--- src/design/srg_frame_defs.vh ---
`ifndef SRG_FRAME_DEFS_VH
`define SRG_FRAME_DEFS_VH

// ==========================================================
// register byte offsets
`define OFS_PIN_CONTROL 8'h00
`define OFS_RATE_GEN_HI 8'h04
`define OFS_RATE_GEN_LO 8'h08
`define OFS_GEN_CONTROL 8'h0c
`define OFS_TX_WORD 8'h10
`define OFS_STATUS 8'h14

// ==========================================================
// pin_control_reg fields
`define PCR_RX_CLK_POL 0
`define PCR_TX_CLK_POL 1
`define PCR_RX_FS_POL 2
`define PCR_TX_FS_POL 3
`define PCR_RX_CLK_DIR 8
`define PCR_TX_CLK_DIR 9
`define PCR_RX_FS_DIR 10
`define PCR_TX_FS_DIR 11

// ==========================================================
// rate_gen_config_hi fields
`define RGH_PER_MSB 11
`define RGH_FS_FROM_SRG 12
`define RGH_SYNC_EXT 15

// rate_gen_config_lo fields
`define RGL_DIV_MSB 7
`define RGL_WID_LSB 8
`define RGL_WID_MSB 15

// gen_control fields
`define GC_SRG_RESET_N 0
`define GC_STOP_LSB 1
`define GC_STOP_MSB 2

// status fields
`define ST_RX_WORD_MSB 15
`define ST_FRAME_PULSE 16
`define ST_SRG_CLOCK 17
`define ST_SPI_MASTER 18
`define ST_SPI_SLAVE 19

// ==========================================================
// reset values and widths
`define PCR_RESET 12'h000
`define RGH_RESET 16'h0000
`define RGL_RESET 16'h0000
`define GC_RESET 3'h0
`define PER_W 12
`define WID_W 8
`define DIV_W 8
`define WORD_W 16
`define DIV_RESET 8'h01

`endif

--- src/design/srg_frame_and_tx_clock_config.v ---
// Overview of operation
// - frame start spacing is period field plus one
// - external sync ignores the period field
// - pulse active for width field plus one
// - period and width load independent down-counters
// - pulse inactive after reset, runs when enabled
// - width count zero drops the pulse
// - period count zero starts a new frame
// - direction zero takes transmit clock from pin
// - direction one drives generated clock on pin
// - sync setting aligns generator to receive frames
// - clock stop mode: master or slave by direction
// - polarity bit picks transmit pin edge
// - input syncs and data sampled on falling edges
// - output syncs and data launched on rising edges
// - active-low input syncs inverted when polarity set
// - output syncs inverted when polarity set, sync zero
// - external transmit clock inverted when polarity set
// - driven transmit clock inverted when polarity set
// - external receive clock inverted when polarity set
// - driven receive clock inverted when polarity set
// - shared clock: equal polarities, opposite edges
// - generator reset holds clock and pulse low
//
// Added by the designer: the register addresses and the APB interface to the registers.
`timescale 1ns/1ps
`include "srg_frame_defs.vh"

module srg_frame_and_tx_clock_config (
  input wire clk_i,
  input wire rst_i,
  input wire psel_i,
  input wire penable_i,
  input wire pwrite_i,
  input wire [7:0] paddr_i,
  input wire [31:0] pwdata_i,
  output reg [31:0] prdata_o,
  output reg pready_o,
  output reg pslverr_o,
  input wire tx_clock_pin_i,
  output reg tx_clock_pin_o,
  output reg tx_clock_pin_oe_o,
  input wire rx_clock_pin_i,
  output reg rx_clock_pin_o,
  output reg rx_clock_pin_oe_o,
  input wire tx_frame_sync_i,
  output reg tx_frame_sync_o,
  output reg tx_frame_sync_oe_o,
  input wire rx_frame_sync_i,
  output reg rx_frame_sync_o,
  output reg rx_frame_sync_oe_o,
  output reg serial_out_o,
  input wire serial_in_i
);

  // ==========================================================
  // generator states
  localparam [2:0] GEN_HOLD = 3'b001;
  localparam [2:0] GEN_PULSE = 3'b010;
  localparam [2:0] GEN_GAP = 3'b100;

  // ==========================================================
  // configuration
  reg [11:0] pin_control_reg;
  reg [15:0] rate_gen_config_hi;
  reg [15:0] rate_gen_config_lo;
  reg [2:0] gen_control;
  reg [`WORD_W-1:0] tx_word;
  reg tx_word_fresh;

  wire rx_clk_pol = pin_control_reg[`PCR_RX_CLK_POL];
  wire tx_clk_pol = pin_control_reg[`PCR_TX_CLK_POL];
  wire rx_fs_pol = pin_control_reg[`PCR_RX_FS_POL];
  wire tx_fs_pol = pin_control_reg[`PCR_TX_FS_POL];
  wire rx_clk_dir = pin_control_reg[`PCR_RX_CLK_DIR];
  wire tx_clk_dir = pin_control_reg[`PCR_TX_CLK_DIR];
  wire rx_fs_dir = pin_control_reg[`PCR_RX_FS_DIR];
  wire tx_fs_dir = pin_control_reg[`PCR_TX_FS_DIR];
  wire [`PER_W-1:0] frame_period_field = rate_gen_config_hi[`RGH_PER_MSB:0];
  wire tx_fs_from_srg = rate_gen_config_hi[`RGH_FS_FROM_SRG];
  wire sync_to_external = rate_gen_config_hi[`RGH_SYNC_EXT];
  wire [`DIV_W-1:0] clk_div = rate_gen_config_lo[`RGL_DIV_MSB:0];
  wire [`WID_W-1:0] frame_width_field = rate_gen_config_lo[`RGL_WID_MSB:`RGL_WID_LSB];
  wire srg_reset_n = gen_control[`GC_SRG_RESET_N];
  wire [1:0] clock_stop_sel = gen_control[`GC_STOP_MSB:`GC_STOP_LSB];

  // ==========================================================
  // clock stop mode role
  wire spi_mode = clock_stop_sel[1];
  wire spi_master = spi_mode & tx_clk_dir;
  wire spi_slave = spi_mode & ~tx_clk_dir;

  // ==========================================================
  // apb slave, one wait state per transfer
  wire apb_setup_done = psel_i & penable_i & ~pready_o;
  wire apb_commit = psel_i & penable_i & pready_o;

  function addr_known;
    input [7:0] a;
    begin
      addr_known = (a == `OFS_PIN_CONTROL) || (a == `OFS_RATE_GEN_HI) ||
                   (a == `OFS_RATE_GEN_LO) || (a == `OFS_GEN_CONTROL) ||
                   (a == `OFS_TX_WORD) || (a == `OFS_STATUS);
    end
  endfunction

  // ==========================================================
  // generated clock and frame pulse
  reg srg_clock;
  reg srg_frame_pulse;
  reg [`DIV_W-1:0] div_cnt;
  reg [`PER_W-1:0] per_cnt;
  reg [`WID_W-1:0] wid_cnt;
  reg [2:0] gen_state;
  reg sync_start;
  reg rx_fs_prev;

  // internal receive frame sync, always active high
  wire rx_fs_level = rx_frame_sync_i ^ rx_fs_pol;
  wire tx_fs_level = tx_frame_sync_i ^ tx_fs_pol;
  wire ext_frame = rx_fs_level & ~rx_fs_prev;
  wire resync = sync_to_external & ext_frame;
  wire div_wrap = (div_cnt == 8'h00);
  wire srg_tick = srg_reset_n & div_wrap & ~srg_clock & ~resync;
  wire frame_enable = srg_reset_n & tx_fs_from_srg;

  always @(posedge clk_i) begin
    if (rst_i) begin
      rx_fs_prev <= 1'b0;
    end else begin
      rx_fs_prev <= rx_fs_level;
    end
  end

  always @(posedge clk_i) begin
    if (rst_i || !srg_reset_n) begin
      srg_clock <= 1'b0;
      div_cnt <= `DIV_RESET;
    end else if (resync) begin
      // restart the half period so the clock lines up with the sync edge
      srg_clock <= 1'b0;
      div_cnt <= clk_div;
    end else if (div_wrap) begin
      srg_clock <= ~srg_clock;
      div_cnt <= clk_div;
    end else begin
      div_cnt <= div_cnt - 8'h01;
    end
  end

  always @(posedge clk_i) begin
    if (rst_i || !frame_enable) begin
      gen_state <= GEN_HOLD;
      srg_frame_pulse <= 1'b0;
      per_cnt <= 12'h000;
      wid_cnt <= 8'h00;
      sync_start <= 1'b0;
    end else if (resync) begin
      // external sync replaces the period counter as frame source; the start
      // waits for the next tick so the pulse meets width plus one clock rises
      gen_state <= GEN_HOLD;
      srg_frame_pulse <= 1'b0;
      sync_start <= 1'b1;
    end else if (srg_tick) begin
      case (gen_state)
        GEN_HOLD: begin
          if (!sync_to_external || sync_start) begin
            gen_state <= GEN_PULSE;
            srg_frame_pulse <= 1'b1;
            per_cnt <= frame_period_field;
            wid_cnt <= frame_width_field;
            sync_start <= 1'b0;
          end
        end
        GEN_PULSE: begin
          if (per_cnt == 12'h000 && !sync_to_external) begin
            // restart wins over width expiry, pulse stays high
            srg_frame_pulse <= 1'b1;
            per_cnt <= frame_period_field;
            wid_cnt <= frame_width_field;
          end else begin
            if (per_cnt != 12'h000) begin
              per_cnt <= per_cnt - 12'h001;
            end
            if (wid_cnt == 8'h00) begin
              srg_frame_pulse <= 1'b0;
              gen_state <= GEN_GAP;
            end else begin
              wid_cnt <= wid_cnt - 8'h01;
            end
          end
        end
        GEN_GAP: begin
          if (per_cnt == 12'h000) begin
            if (!sync_to_external) begin
              gen_state <= GEN_PULSE;
              srg_frame_pulse <= 1'b1;
              per_cnt <= frame_period_field;
              wid_cnt <= frame_width_field;
            end
          end else begin
            per_cnt <= per_cnt - 12'h001;
          end
        end
        default: begin
          gen_state <= GEN_HOLD;
          srg_frame_pulse <= 1'b0;
        end
      endcase
    end
  end

  // ==========================================================
  // internal bit clocks and their edges
  wire tx_int_clk = tx_clk_dir ? srg_clock : (tx_clock_pin_i ^ tx_clk_pol);
  wire rx_int_clk = rx_clk_dir ? srg_clock : (rx_clock_pin_i ^ rx_clk_pol);
  reg tx_clk_prev;
  reg rx_clk_prev;
  wire tx_rise = tx_int_clk & ~tx_clk_prev;
  wire tx_fall = ~tx_int_clk & tx_clk_prev;
  wire rx_fall = ~rx_int_clk & rx_clk_prev;

  always @(posedge clk_i) begin
    if (rst_i) begin
      tx_clk_prev <= 1'b0;
      rx_clk_prev <= 1'b0;
    end else begin
      tx_clk_prev <= tx_int_clk;
      rx_clk_prev <= rx_int_clk;
    end
  end

  // ==========================================================
  // frame syncs seen by transmitter and receiver
  reg tx_fs_int;
  reg rx_fs_int;
  reg tx_fs_gen;
  reg rx_fs_gen;
  // without the generator a fresh word asks for a two-bit-clock sync
  wire tx_fs_src = tx_fs_from_srg ? srg_frame_pulse : tx_word_fresh;

  always @(posedge clk_i) begin
    if (rst_i) begin
      tx_fs_int <= 1'b0;
      rx_fs_int <= 1'b0;
      tx_fs_gen <= 1'b0;
      rx_fs_gen <= 1'b0;
    end else begin
      if (!tx_fs_dir && tx_fall) begin
        tx_fs_int <= tx_fs_level;
      end else if (tx_fs_dir && tx_rise) begin
        tx_fs_gen <= tx_fs_src;
        tx_fs_int <= tx_fs_src;
      end
      if (!rx_fs_dir && rx_fall) begin
        rx_fs_int <= rx_fs_level;
      end else if (rx_fs_dir && rx_int_clk && !rx_clk_prev) begin
        rx_fs_gen <= srg_frame_pulse;
        rx_fs_int <= srg_frame_pulse;
      end
    end
  end

  // ==========================================================
  // minimal shift path: launch on rising, sample on falling
  reg [`WORD_W-1:0] tx_shift;
  reg [`WORD_W-1:0] rx_shift;
  reg serial_bit;

  always @(posedge clk_i) begin
    if (rst_i) begin
      tx_shift <= 16'h0000;
      rx_shift <= 16'h0000;
      serial_bit <= 1'b0;
    end else begin
      if (tx_rise) begin
        if (tx_fs_int) begin
          tx_shift <= {tx_word[`WORD_W-2:0], 1'b0};
          serial_bit <= tx_word[`WORD_W-1];
        end else begin
          tx_shift <= {tx_shift[`WORD_W-2:0], 1'b0};
          serial_bit <= tx_shift[`WORD_W-1];
        end
      end
      // opposite edge to the launch keeps setup and hold symmetric
      if (rx_fall) begin
        rx_shift <= {rx_shift[`WORD_W-2:0], serial_in_i};
      end
    end
  end

  // ==========================================================
  // pins, all registered
  always @(posedge clk_i) begin
    if (rst_i) begin
      tx_clock_pin_o <= 1'b0;
      tx_clock_pin_oe_o <= 1'b0;
      rx_clock_pin_o <= 1'b0;
      rx_clock_pin_oe_o <= 1'b0;
      tx_frame_sync_o <= 1'b0;
      tx_frame_sync_oe_o <= 1'b0;
      rx_frame_sync_o <= 1'b0;
      rx_frame_sync_oe_o <= 1'b0;
      serial_out_o <= 1'b0;
    end else begin
      tx_clock_pin_o <= srg_clock ^ tx_clk_pol;
      tx_clock_pin_oe_o <= tx_clk_dir;
      rx_clock_pin_o <= srg_clock ^ rx_clk_pol;
      rx_clock_pin_oe_o <= rx_clk_dir;
      tx_frame_sync_o <= tx_fs_gen ^ (tx_fs_pol & ~sync_to_external);
      tx_frame_sync_oe_o <= tx_fs_dir;
      rx_frame_sync_o <= rx_fs_gen ^ (rx_fs_pol & ~sync_to_external);
      rx_frame_sync_oe_o <= rx_fs_dir;
      serial_out_o <= serial_bit;
    end
  end

  // ==========================================================
  // register file
  always @(posedge clk_i) begin
    if (rst_i) begin
      pin_control_reg <= `PCR_RESET;
      rate_gen_config_hi <= `RGH_RESET;
      rate_gen_config_lo <= `RGL_RESET;
      gen_control <= `GC_RESET;
      tx_word <= 16'h0000;
      tx_word_fresh <= 1'b0;
    end else begin
      // the sync consumes the fresh word; a new write in that cycle wins
      if (tx_rise && tx_fs_int) begin
        tx_word_fresh <= 1'b0;
      end
      if (apb_commit && pwrite_i) begin
        case (paddr_i)
          `OFS_PIN_CONTROL: pin_control_reg <= pwdata_i[11:0];
          `OFS_RATE_GEN_HI: rate_gen_config_hi <= pwdata_i[15:0];
          `OFS_RATE_GEN_LO: rate_gen_config_lo <= pwdata_i[15:0];
          `OFS_GEN_CONTROL: gen_control <= pwdata_i[2:0];
          `OFS_TX_WORD: begin
            tx_word <= pwdata_i[15:0];
            tx_word_fresh <= 1'b1;
          end
          default: begin
            tx_word_fresh <= tx_word_fresh & ~(tx_rise & tx_fs_int);
          end
        endcase
      end
    end
  end

  always @(posedge clk_i) begin
    if (rst_i) begin
      pready_o <= 1'b0;
      pslverr_o <= 1'b0;
      prdata_o <= 32'h00000000;
    end else if (apb_setup_done) begin
      pready_o <= 1'b1;
      pslverr_o <= ~addr_known(paddr_i);
      // writes leave the last read answer standing
      if (!pwrite_i) begin
        case (paddr_i)
          `OFS_PIN_CONTROL: prdata_o <= {20'h00000, pin_control_reg};
          `OFS_RATE_GEN_HI: prdata_o <= {16'h0000, rate_gen_config_hi};
          `OFS_RATE_GEN_LO: prdata_o <= {16'h0000, rate_gen_config_lo};
          `OFS_GEN_CONTROL: prdata_o <= {29'h0, gen_control};
          `OFS_TX_WORD: prdata_o <= {16'h0000, tx_word};
          `OFS_STATUS: prdata_o <= {12'h000, spi_slave, spi_master, srg_clock,
                                    srg_frame_pulse, rx_shift};
          default: prdata_o <= 32'h00000000;
        endcase
      end
    end else begin
      pready_o <= 1'b0;
      pslverr_o <= 1'b0;
    end
  end

endmodule

--- config.mk ---
export PLATFORM = sky130hd
export DESIGN_NAME = srg_frame_and_tx_clock_config
export DESIGN_NICKNAME = d
export VERILOG_FILES = /design/src/design/srg_frame_and_tx_clock_config.v
export VERILOG_INCLUDE_DIRS = /design/src /design/src/design
export SDC_FILE = /design/constraint.sdc
export NUM_CORES = 1
export LEC_CHECK = 0
export ABC_AREA = 1
export BUFFER_PORTS_ARGS = -buffer_cell sky130_fd_sc_hd__clkbuf_2
export CAP_MARGIN = 20
export CORE_MARGIN = 10
export CORE_UTILIZATION = 30
export DETAILED_ROUTE_END_ITERATION = 12
export PLACE_DENSITY = 0.51
export SETUP_SLACK_MARGIN = 0.2
export SLEW_MARGIN = 30
export SYNTH_ARGS = -nofsm -noshare
export SYNTH_HDL_FRONTEND = slang
export SYNTH_SLANG_ARGS = --single-unit
--- constraint.sdc ---
create_clock -name clk_i -period 5.01 [get_ports clk_i]
set_input_delay 0 -clock clk_i [delete_from_list [all_inputs] [get_ports clk_i]]
set_output_delay 0 -clock clk_i [all_outputs]
set_load 0.005 [all_outputs]
### Word-level counts from Yosys, hierarchy flattened

Cells that the tools add are included.

* add/subtract/negate cells: 3
* equal/unequal tests: 17
* multiplexer cells: 42
* bitwise logic cells: 41
* reduce and logical (&&, ||, !) cells: 49

Operators with widths (number)
* one-hot mux 20 bit (6 select lines): 1
* 2-to-1 mux 12 bit: 5
* 2-to-1 mux 8 bit: 7
* one-hot mux 12 bit (3 select lines): 1
* logical NOT 8 bit: 3
* one-hot mux 8 bit (3 select lines): 1
* AND 1 bit: 18
* 2-to-1 mux 1 bit: 18
* == test 8 x 4 -> 1 bit, second input constant: 2
* == test 8 x 5 -> 1 bit, second input constant: 2
* 2-to-1 mux 16 bit: 1
* AND reduction 2 bit: 8
* subtractor 8 x 1 -> 8 bit, second input constant: 2
* 2-to-1 mux 3 bit: 5
* inverter 1 bit: 15
* logical NOT 12 bit: 1
* != test 3 bit, second input constant: 4
* AND reduction 6 bit: 2
* nonzero test 12 bit: 1
* subtractor 12 x 1 -> 12 bit, second input constant: 1
* != test 2 bit, second input constant: 5
* one-hot mux 3 bit (3 select lines): 1
* == test 8 x 3 -> 1 bit, second input constant: 1
* logical AND 1 bit: 8
* other kinds (15): 39

* register bits: 180
* input bits: 50
* output and inout port bits: 43

### Logic depth before layout (Yosys ltp)

Gate-level depths: netlist (run 1).

* depth after elaboration: 8
* gate-level depth with buffers: 12
* depth with buffers taken out: 12

### Worst setup path before layout (run 1)

OpenSTA, ideal clock, no wires.

* kind: flip-flop to flip-flop
* start: register per_cnt[0]
* end: register per_cnt[11]
* library setup time: 0.117 ns
* data arrival time: 1.463 ns
* required time: 4.893 ns
* setup slack: 3.430 ns
* stages on the path, launching flop included: 11
* buffers on the path: 1
* clock period less this slack: 1.580 ns
* cells stage by stage: dfxtp_1 inv_1 ha_1 inv_1 nor2_1 nand2_2 o21ai_4 buf_6 o21ai_0 nor2_1 nor2_1

* longest elaborated chain between the ends: 4
* elaborated cells on any way between the ends: 11
* those cells by class: 1 x add/sub; 2 x eq/ne; 4 x mux; 4 x reduce/logical

RTL lines
* start: declaration: RTL line srg_frame_and_tx_clock_config.v:112 `` reg [`PER_W-1:0] per_cnt; ``
* start signal: assignment: RTL line srg_frame_and_tx_clock_config.v:170 `per_cnt <= frame_period_field;`
* start signal: assignment: RTL line srg_frame_and_tx_clock_config.v:179 `per_cnt <= frame_period_field;`
* start signal: assignment: RTL line srg_frame_and_tx_clock_config.v:183 `per_cnt <= per_cnt - 12'h001;`
* subtractor 12 x 1 -> 12 bit or logical NOT 12 bit (tied branches)
* 2-to-1 mux 12 bit or logical AND 1 bit (tied branches): RTL line srg_frame_and_tx_clock_config.v:182, srg_frame_and_tx_clock_config.v:176
* 2-to-1 mux 12 bit or != test 3 bit (tied branches)
* one-hot mux 12 bit (3 select lines) or AND reduction 6 bit (tied branches)

Parallel ways exist; a longest one is shown, timed or not. The select of a mux whose other input is x is not followed.
A chain may end at the register's enable or synchronous reset.

### Worst setup path in the final report (run 1)

* start: register pready_o
* end: register tx_word[2]

* longest elaborated chain between the ends: 3

RTL lines
* start: declaration: RTL line srg_frame_and_tx_clock_config.v:38 `output reg pready_o,`
* start signal: assignment: RTL line srg_frame_and_tx_clock_config.v:353 `pready_o <= 1'b0;`
* start signal: assignment: RTL line srg_frame_and_tx_clock_config.v:357 `pready_o <= 1'b1;`
* start signal: assignment: RTL line srg_frame_and_tx_clock_config.v:373 `pready_o <= 1'b0;`
* AND 1 bit: RTL line srg_frame_and_tx_clock_config.v:96 `wire apb_commit = psel_i & penable_i & pready_o;`
* logical AND 1 bit: RTL line srg_frame_and_tx_clock_config.v:333 `if (apb_commit && pwrite_i) begin`
* AND reduction 2 bit (no source line)
* end signal: assignment: RTL line srg_frame_and_tx_clock_config.v:340 `tx_word <= pwdata_i[15:0];`
* end: declaration: RTL line srg_frame_and_tx_clock_config.v:68 `` reg [`WORD_W-1:0] tx_word; ``

No other way between the ends.

==> impl_metrics.yaml, run 1 <==
cts:
  h-tree-depth: 4
  numCtsBuffers: 17
  cts_resized: 0
  cts.sinks: 167
  clockBufferDepth: 2
  tritoncts: "yes"
  clk_latency_ps: 440
  clk_pin_slew_worst_paths_ps: 80
  cts_root_buf: "clkbuf_16"
setup_path:
  cp-start-kind: "register"
  reg2reg_depth: 7
  cp-end-kind: "register"
  worstSetupEndpoint: "tx_word[2]"
  r2r-start: "pready_o"
  path_class: "register to register"
  required_ps: 5330
  crit_fanout: 20
  reg2reg_to: "tx_word[2]"
  crit_arrival_ps: 2590
  crit_start: "pready_o"
  rrSetupSlack_ps: 2740
power:
  netSwitchingFraction_pct: 25.5
  totalPowerFinal_mw: 2.88
  ir_drop_uv: 173
  p_comb_share_pct: 4.4
  intPower_mw: 2.15
  p_sw_mw: 0.736
  clockPowerShare_pct: 48.9
  seqPwrFrac_pct: 46.7
  power.density_mw_per_mm2: 311
  p_leak_nw: 3.76
timing:
  grt_setup_unrepaired: "false"
  fin_setup_tns_ps: 0
  tightest_slew_ps: 815
  fin_crit_sh_pct: 45.3
  holdWs_ps: 17.9
  finalCriticalPeriod_ps: 2270
  final_hold_viol_count: 0
  timing.fmax_mhz: 440
  setup_ws_ps: 2740
  max_slew_margin_pct: 45.6
  timing.final.max_slew_violations: 0
  setup_viol: 0
  fin_skew_ps: 12.1
placed_design:
  pre_cts_slack_ps: 2690
  dp.cells: 1478
  postPlaceCellArea_mm2: 0.00842
  port_buffers: 64
  gp_congestion: 0.807
  dpl.hpwl_um: 17600
synthesis:
  synthSimpleGateAreaFrac_pct: 26.3
  syn_area_mm2: 0.00793
  synth-xor-area-share_pct: 2.32
  yosysWarnings: 0
  ys_async_sr_fraction_pct: 0
  synthAdderAreaFrac_pct: 0.947
  synth_edf_count: 0
  ys_seq_elements: 167
  postSynthAreaPerCell_um2: 7.05
  synth_compound_area_share_pct: 18.4
  syn_inst: 1125
  synth_top_family_by_area: "simple AND/OR/NAND/NOR gates"
  synth-seq-area-share_pct: 42.2
  synth_flop_cell: "dfxtp_1"
  ys_types: 39
  synthMuxAreaShare_pct: 0.142
global_routing:
  grt_pass1_wl_um: 38900
  grt_pass1_vias: 6974
  grt-ovfl-total: 0
  grt_max_degree: 50
  antenna_found_initial: 0
  grt_usage_pct: 14.5
floorplanning:
  die_h_um: 183
  initial_utilization_pct: 30.4
  core_mm2: 0.0261
  die_x_um: 183
  pin_count: 93
  num_rows: 59
  die-area_mm2: 0.0333
layout:
  final_nets: 1239
  multiInputGateArea_mm2: 0.00386
  top_register: "prdata_o"
  area_growth_pct: 16.8
  fillerInstances: 2806
  largest_reg_flops: 20
  design_area_mm2: 0.00926
  drive_gt1_share_pct: 12.5
  diodes: 0
  final_util_pct: 35.5
  stdcell_count: 1531
  ff_latch_area_mm2: 0.00334
drt:
  ant_nets: 0
  post-route-drc-count: 0
  avgRoutedWirePerCell_um: 15.8
  vias: 7282
  first_pass_iters: 5
  wirelength_um: 24100
  drt_iter0_markers: 481
  routed_via_density: 4.76
outcome:
  status: "completed"
run:
  maxCapViolCount: 0
min_path:
  hold_class: "primary input to register"
  hp-start: "tx_clock_pin_i"
==> power groups by stage <==
stage               sequential (mW)  combinational [mW]  clock [mW]
finish                         1.35               0.127        1.41
global placement               1.38               0.113           0
global route                   1.35               0.143        1.49
floorplan                      1.38              0.0736           0
detailed placement             1.38               0.113           0
CTS                            1.35               0.127        1.44
==> timing repair <==
action                                 in CTS  in global routing
hold buffers                               21                  0
endpoints found under the hold margin      68                  0
setup buffers                               0                  0
==> worst max-delay path, stage by stage (launching register included) <==
cell and delay (ps):
dfxtp_1 390, inv_1 50, nor3_1 400, inv_2 190, nor2_2 520, inv_2 300, o21ai_0 220, a21oi_1 50
==> metal layers <==
metal  vias up  wire length (µm)  track usage, %
met5         -                 0               0
met4         0               248            3.29
met3        20               785            2.89
met2       131             11400            23.3
met1      3360             11700            19.6
li1       3771                 -               -
==> cell type report <==
| class | instances | share of cell area [%] |
|---|---|---|
| multi-input combinational | 791 | 41.7 |
| sequential | 167 | 36.1 |
| timing repair buffer | 90 | 6.14 |
| inverter | 116 | 4.70 |
| clock buffer | 17 | 4.59 |
| tap | 335 | 4.53 |
| clock inverter | 15 | 2.19 |
==> cells in the final DEF (no fill, tap or decap), types with 11 or more instances in the layout <==
| cell type | count |
|---|---|
| o21ai_0 | 155 |
| conb_1 | 12 |
| xor2_1 | 15 |
| inv_1 | 106 |
| nor2_1 | 171 |
| clkbuf_2 | 64 |
| a21oi_1 | 97 |
| dfxtp_1 | 167 |
| clkbuf_16 | 17 |
| nand2_1 | 159 |
| dlygate4sd3_1 | 21 |
| nor2_4 | 11 |
| nand3_1 | 88 |
==> how the worst min path moves through the flow <==
stage	end	slack [ps]	cells past startpoint
2_1_floorplan	tx_word[3]	130	2
3_3_place_gp	rx_shift[0]	290	3
3_5_place_dp	rx_shift[0]	290	3
4_1_cts	tx_clk_prev	2	5
5_1_grt	tx_clk_prev	50	5
6_report	tx_clk_prev	20	5
==> logic make-up (layout without fill, tap and decap cells) <==
kind of cell,count (synthesis),in the layout
simple gates,470,470
compound gates,281,281
buf+inv,178,238
flops,167,167
xor+xnor,21,21
fa+ha+maj,6,6
other cells,1,12
mux,1,1
==> cells in the mapped netlist (all sizes together), types with 4 or more instances <==
cell type	n	share of area, %
xnor2	6	0.66
nand4	8	0.63
nand2	171	8.7
nor2	191	10
xor2	15	1.7
o22ai	10	0.79
dfxtp	167	42
clkbuf	27	1.3
inv	114	5.4
nor3	4	0.25
o21ai	161	10
nand3	92	6.1
a21oi	98	6.2
a31oi	6	0.47
buf	35	2.9
ha	6	0.95
Power figures use the tool's default switching activity.
==> run 2: changes to the inputs <==
--- a/config.mk
+++ b/config.mk
@@ -6,7 +6,7 @@
 export SDC_FILE = /design/constraint.sdc
 export NUM_CORES = 1
 export LEC_CHECK = 0
-export ABC_AREA = 1
+export ABC_AREA = 0
 export BUFFER_PORTS_ARGS = -buffer_cell sky130_fd_sc_hd__clkbuf_2
 export CAP_MARGIN = 20
 export CORE_MARGIN = 10
==> constraint.sdc (replaced) <==
create_clock -name clk_i -period 2.3 [get_ports clk_i]
set_input_delay 0 -clock clk_i [delete_from_list [all_inputs] [get_ports clk_i]]
set_output_delay 0 -clock clk_i [all_outputs]
set_load 0.005 [all_outputs]
==> run 2 against run 1 <==
Net effect:
- routed wire length down 7.0%
- the flow now finishes with violations (negative setup slack)
- utilization rose by 3.2 points
- synthesized cell count fell by 22%
- sequential cell count unchanged
- non-clock buffer count rose by 73
- first-iteration DRC count decreased by 12%
==> impl_metrics.yaml, run 2 <==
setup_path:
  crit_start: "per_cnt[6]"
  crit_fanout: 7
  required_ps: 2610
  cp-end-kind: "register"
  cp-start-kind: "register"
  crit_arrival_ps: 2620
  path_class: "register to register"
  r2r-start: "per_cnt[6]"
cts:
  numCtsBuffers: 17
  clockBufferDepth: 2
  clk_pin_slew_worst_paths_ps: 60
  tritoncts: "yes"
  clk_latency_ps: 430
  cts_root_buf: "clkbuf_16"
  h-tree-depth: 4
  cts.sinks: 167
synthesis:
  synthSimpleGateAreaFrac_pct: 19.1
  yosysTopAreaCell: "dfxtp_1"
  synthTopCellsByArea: "dfxtp_1, mux2i_1, nor2_1"
  synthMuxAreaShare_pct: 14.6
  syn_area_mm2: 0.00774
  synth_edf_count: 0
  synthTopCellsByCount: "dfxtp_1, nor2_1, mux2i_1"
  synth_top_area_share_pct: 43.2
  yosysWarnings: 0
  ys_types: 60
  syn_inst: 879
  synth-xor-area-share_pct: 1.92
  synth-seq-area-share_pct: 43.2
  yosysMostFrequentCell: "dfxtp_1"
  synth_top_family_by_area: "simple AND/OR/NAND/NOR gates"
  synth_compound_area_share_pct: 14.9
  synth_flop_cell: "dfxtp_1"
  ys_async_sr_fraction_pct: 0
  postSynthAreaPerCell_um2: 8.81
  ys_seq_elements: 167
  synthAdderAreaFrac_pct: 0.970
timing:
  tightest_slew_ps: 716
  fin_skew_ps: 14.3
  fin_crit_sh_pct: 100
  timing.final.max_slew_violations: 0
  max_slew_margin_pct: 52.3
  finalCriticalPeriod_ps: 2310
  timing.fmax_mhz: 433
  holdWs_ps: 86.9
  setup_viol: 1
  fin_setup_tns_ps: -8.41
  setup_ws_ps: -8.41
  grt_setup_unrepaired: "true"
  final_hold_viol_count: 0
layout:
  diodes: 0
  ff_latch_area_mm2: 0.00335
  top_register: "prdata_o"
  fillerInstances: 2589
  final_util_pct: 38.7
  drive_gt1_share_pct: 23.4
  final_nets: 1058
  design_area_mm2: 0.00978
  area_growth_pct: 26.3
  layout_commonest_cell: "dfxtp_1"
  multiInputGateArea_mm2: 0.00423
  layout_common_cells: "dfxtp_1, nor2_1, mux2i_1, nand2_1, buf_4"
  largest_reg_flops: 20
global_routing:
  grt_pass1_wl_um: 35900
  grt_pass1_vias: 6440
  grt_usage_pct: 13.5
  antenna_found_initial: 0
  grt_max_degree: 66
  grt-ovfl-total: 0
floorplanning:
  initial_utilization_pct: 30.7
  die_h_um: 181
  die_x_um: 181
  core_mm2: 0.0253
  pin_count: 93
  die-area_mm2: 0.0326
  num_rows: 58
outcome:
  status: "complete, but fails checks"
  violations: "negative setup slack"
drt:
  vias: 6572
  avgRoutedWirePerCell_um: 16.7
  routed_via_density: 4.89
  drt_iter0_markers: 423
  ant_nets: 0
  first_pass_iters: 5
  post-route-drc-count: 0
  wirelength_um: 22400
run:
  maxCapViolCount: 0
placed_design:
  port_buffers: 64
  dpl.hpwl_um: 16900
  gp_congestion: 0.842
  postPlaceCellArea_mm2: 0.00869
power:
  power.density_mw_per_mm2: 604
  p_leak_nw: 3.70
  ir_drop_uv: 485
min_path:
  hold_class: "primary input to register"
  hp-start: "psel_i"
==> run 2: cell count changes after synthesis, sizes merged, moves of 9 or more <==
cell,delta
mux2i,+97
nor3,+15
o22ai,-10
a211oi,+22
a21oi,-44
inv,-103
o21ai,-118
nor2b,+15
xor2,-9
nand3,-66
nand2,-101
nor2,-45
and2,+9
==> run 2: final cells by class <==
| cell class | instances | area share (%) |
|---|---|---|
| Timing Repair Buffer | 163 | 12.2 |
| Clock buffer | 19 | 4.63 |
| Tap cell | 330 | 4.22 |
| Clock inverter | 11 | 0.947 |
| Sequential cell | 167 | 34.3 |
| Multi-Input combinational cell | 642 | 43.3 |
| Inverter | 11 | 0.422 |
==> run 2: per-layer routing <==
layer	track usage (%)	vias up	routed length (µm)
li1	-	3321	-
met1	17.2	3108	10400
met2	22.6	118	11000
met3	2.17	25	629
met4	4.17	0	350
met5	0	-	0
==> run 2: critical path: stages (launching register included) <==
cell and delay (ps):
dfxtp_2 320, or4_4 540, or4_4 520, o311a_4 430, inv_2 100, a2111oi_4 50
a31o_2 220
==> run 2: final timing paths <==
check        slack [ps]  cells after the start            to
min reg2reg         460                      1  prdata_o[11]
max                  -8                      6    per_cnt[0]
max reg2reg          -8                      6    per_cnt[0]
min                  90                      5  prdata_o[16]
==> run 2: where the power goes <==
part,switching [mW],internal (mW),leakage (nW)
clock network,1.24,1.45,0.259
registers,0.0203,2.92,1.35
logic,0.166,0.111,2.09
==> run 2: stage by stage <==
stage	power [mW]	instances	setup slack [ps]
3_5_place_dp	3.25	1278	1.80
2_1_floorplan	3.16	890	42.4
4_1_cts	5.97	1336	6.22
3_3_place_gp	3.25	1278	17.6
6_report	5.90	1343	-8.41
5_1_grt	6.10	1343	-67.5
==> run 2: what timing repair did <==
item,4_1_cts,5_1_grt
resized for setup,29,34
pin swaps,14,13
gates cloned,1,1
buffers inserted,4,6
hold buffers,23,0
endpoints found under the setup margin,21,23
endpoints found under the hold margin,73,0
==> run 2: kinds of logic after synthesis <==
kind of cell	after synthesis
AO/OA/AOI/OAI	172
XOR/XNOR	17
adder cells (fa/ha/maj)	6
buffers and inverters	82
flip-flops	167
multiplexers	108
other	1
AND/OR/NAND/NOR	326
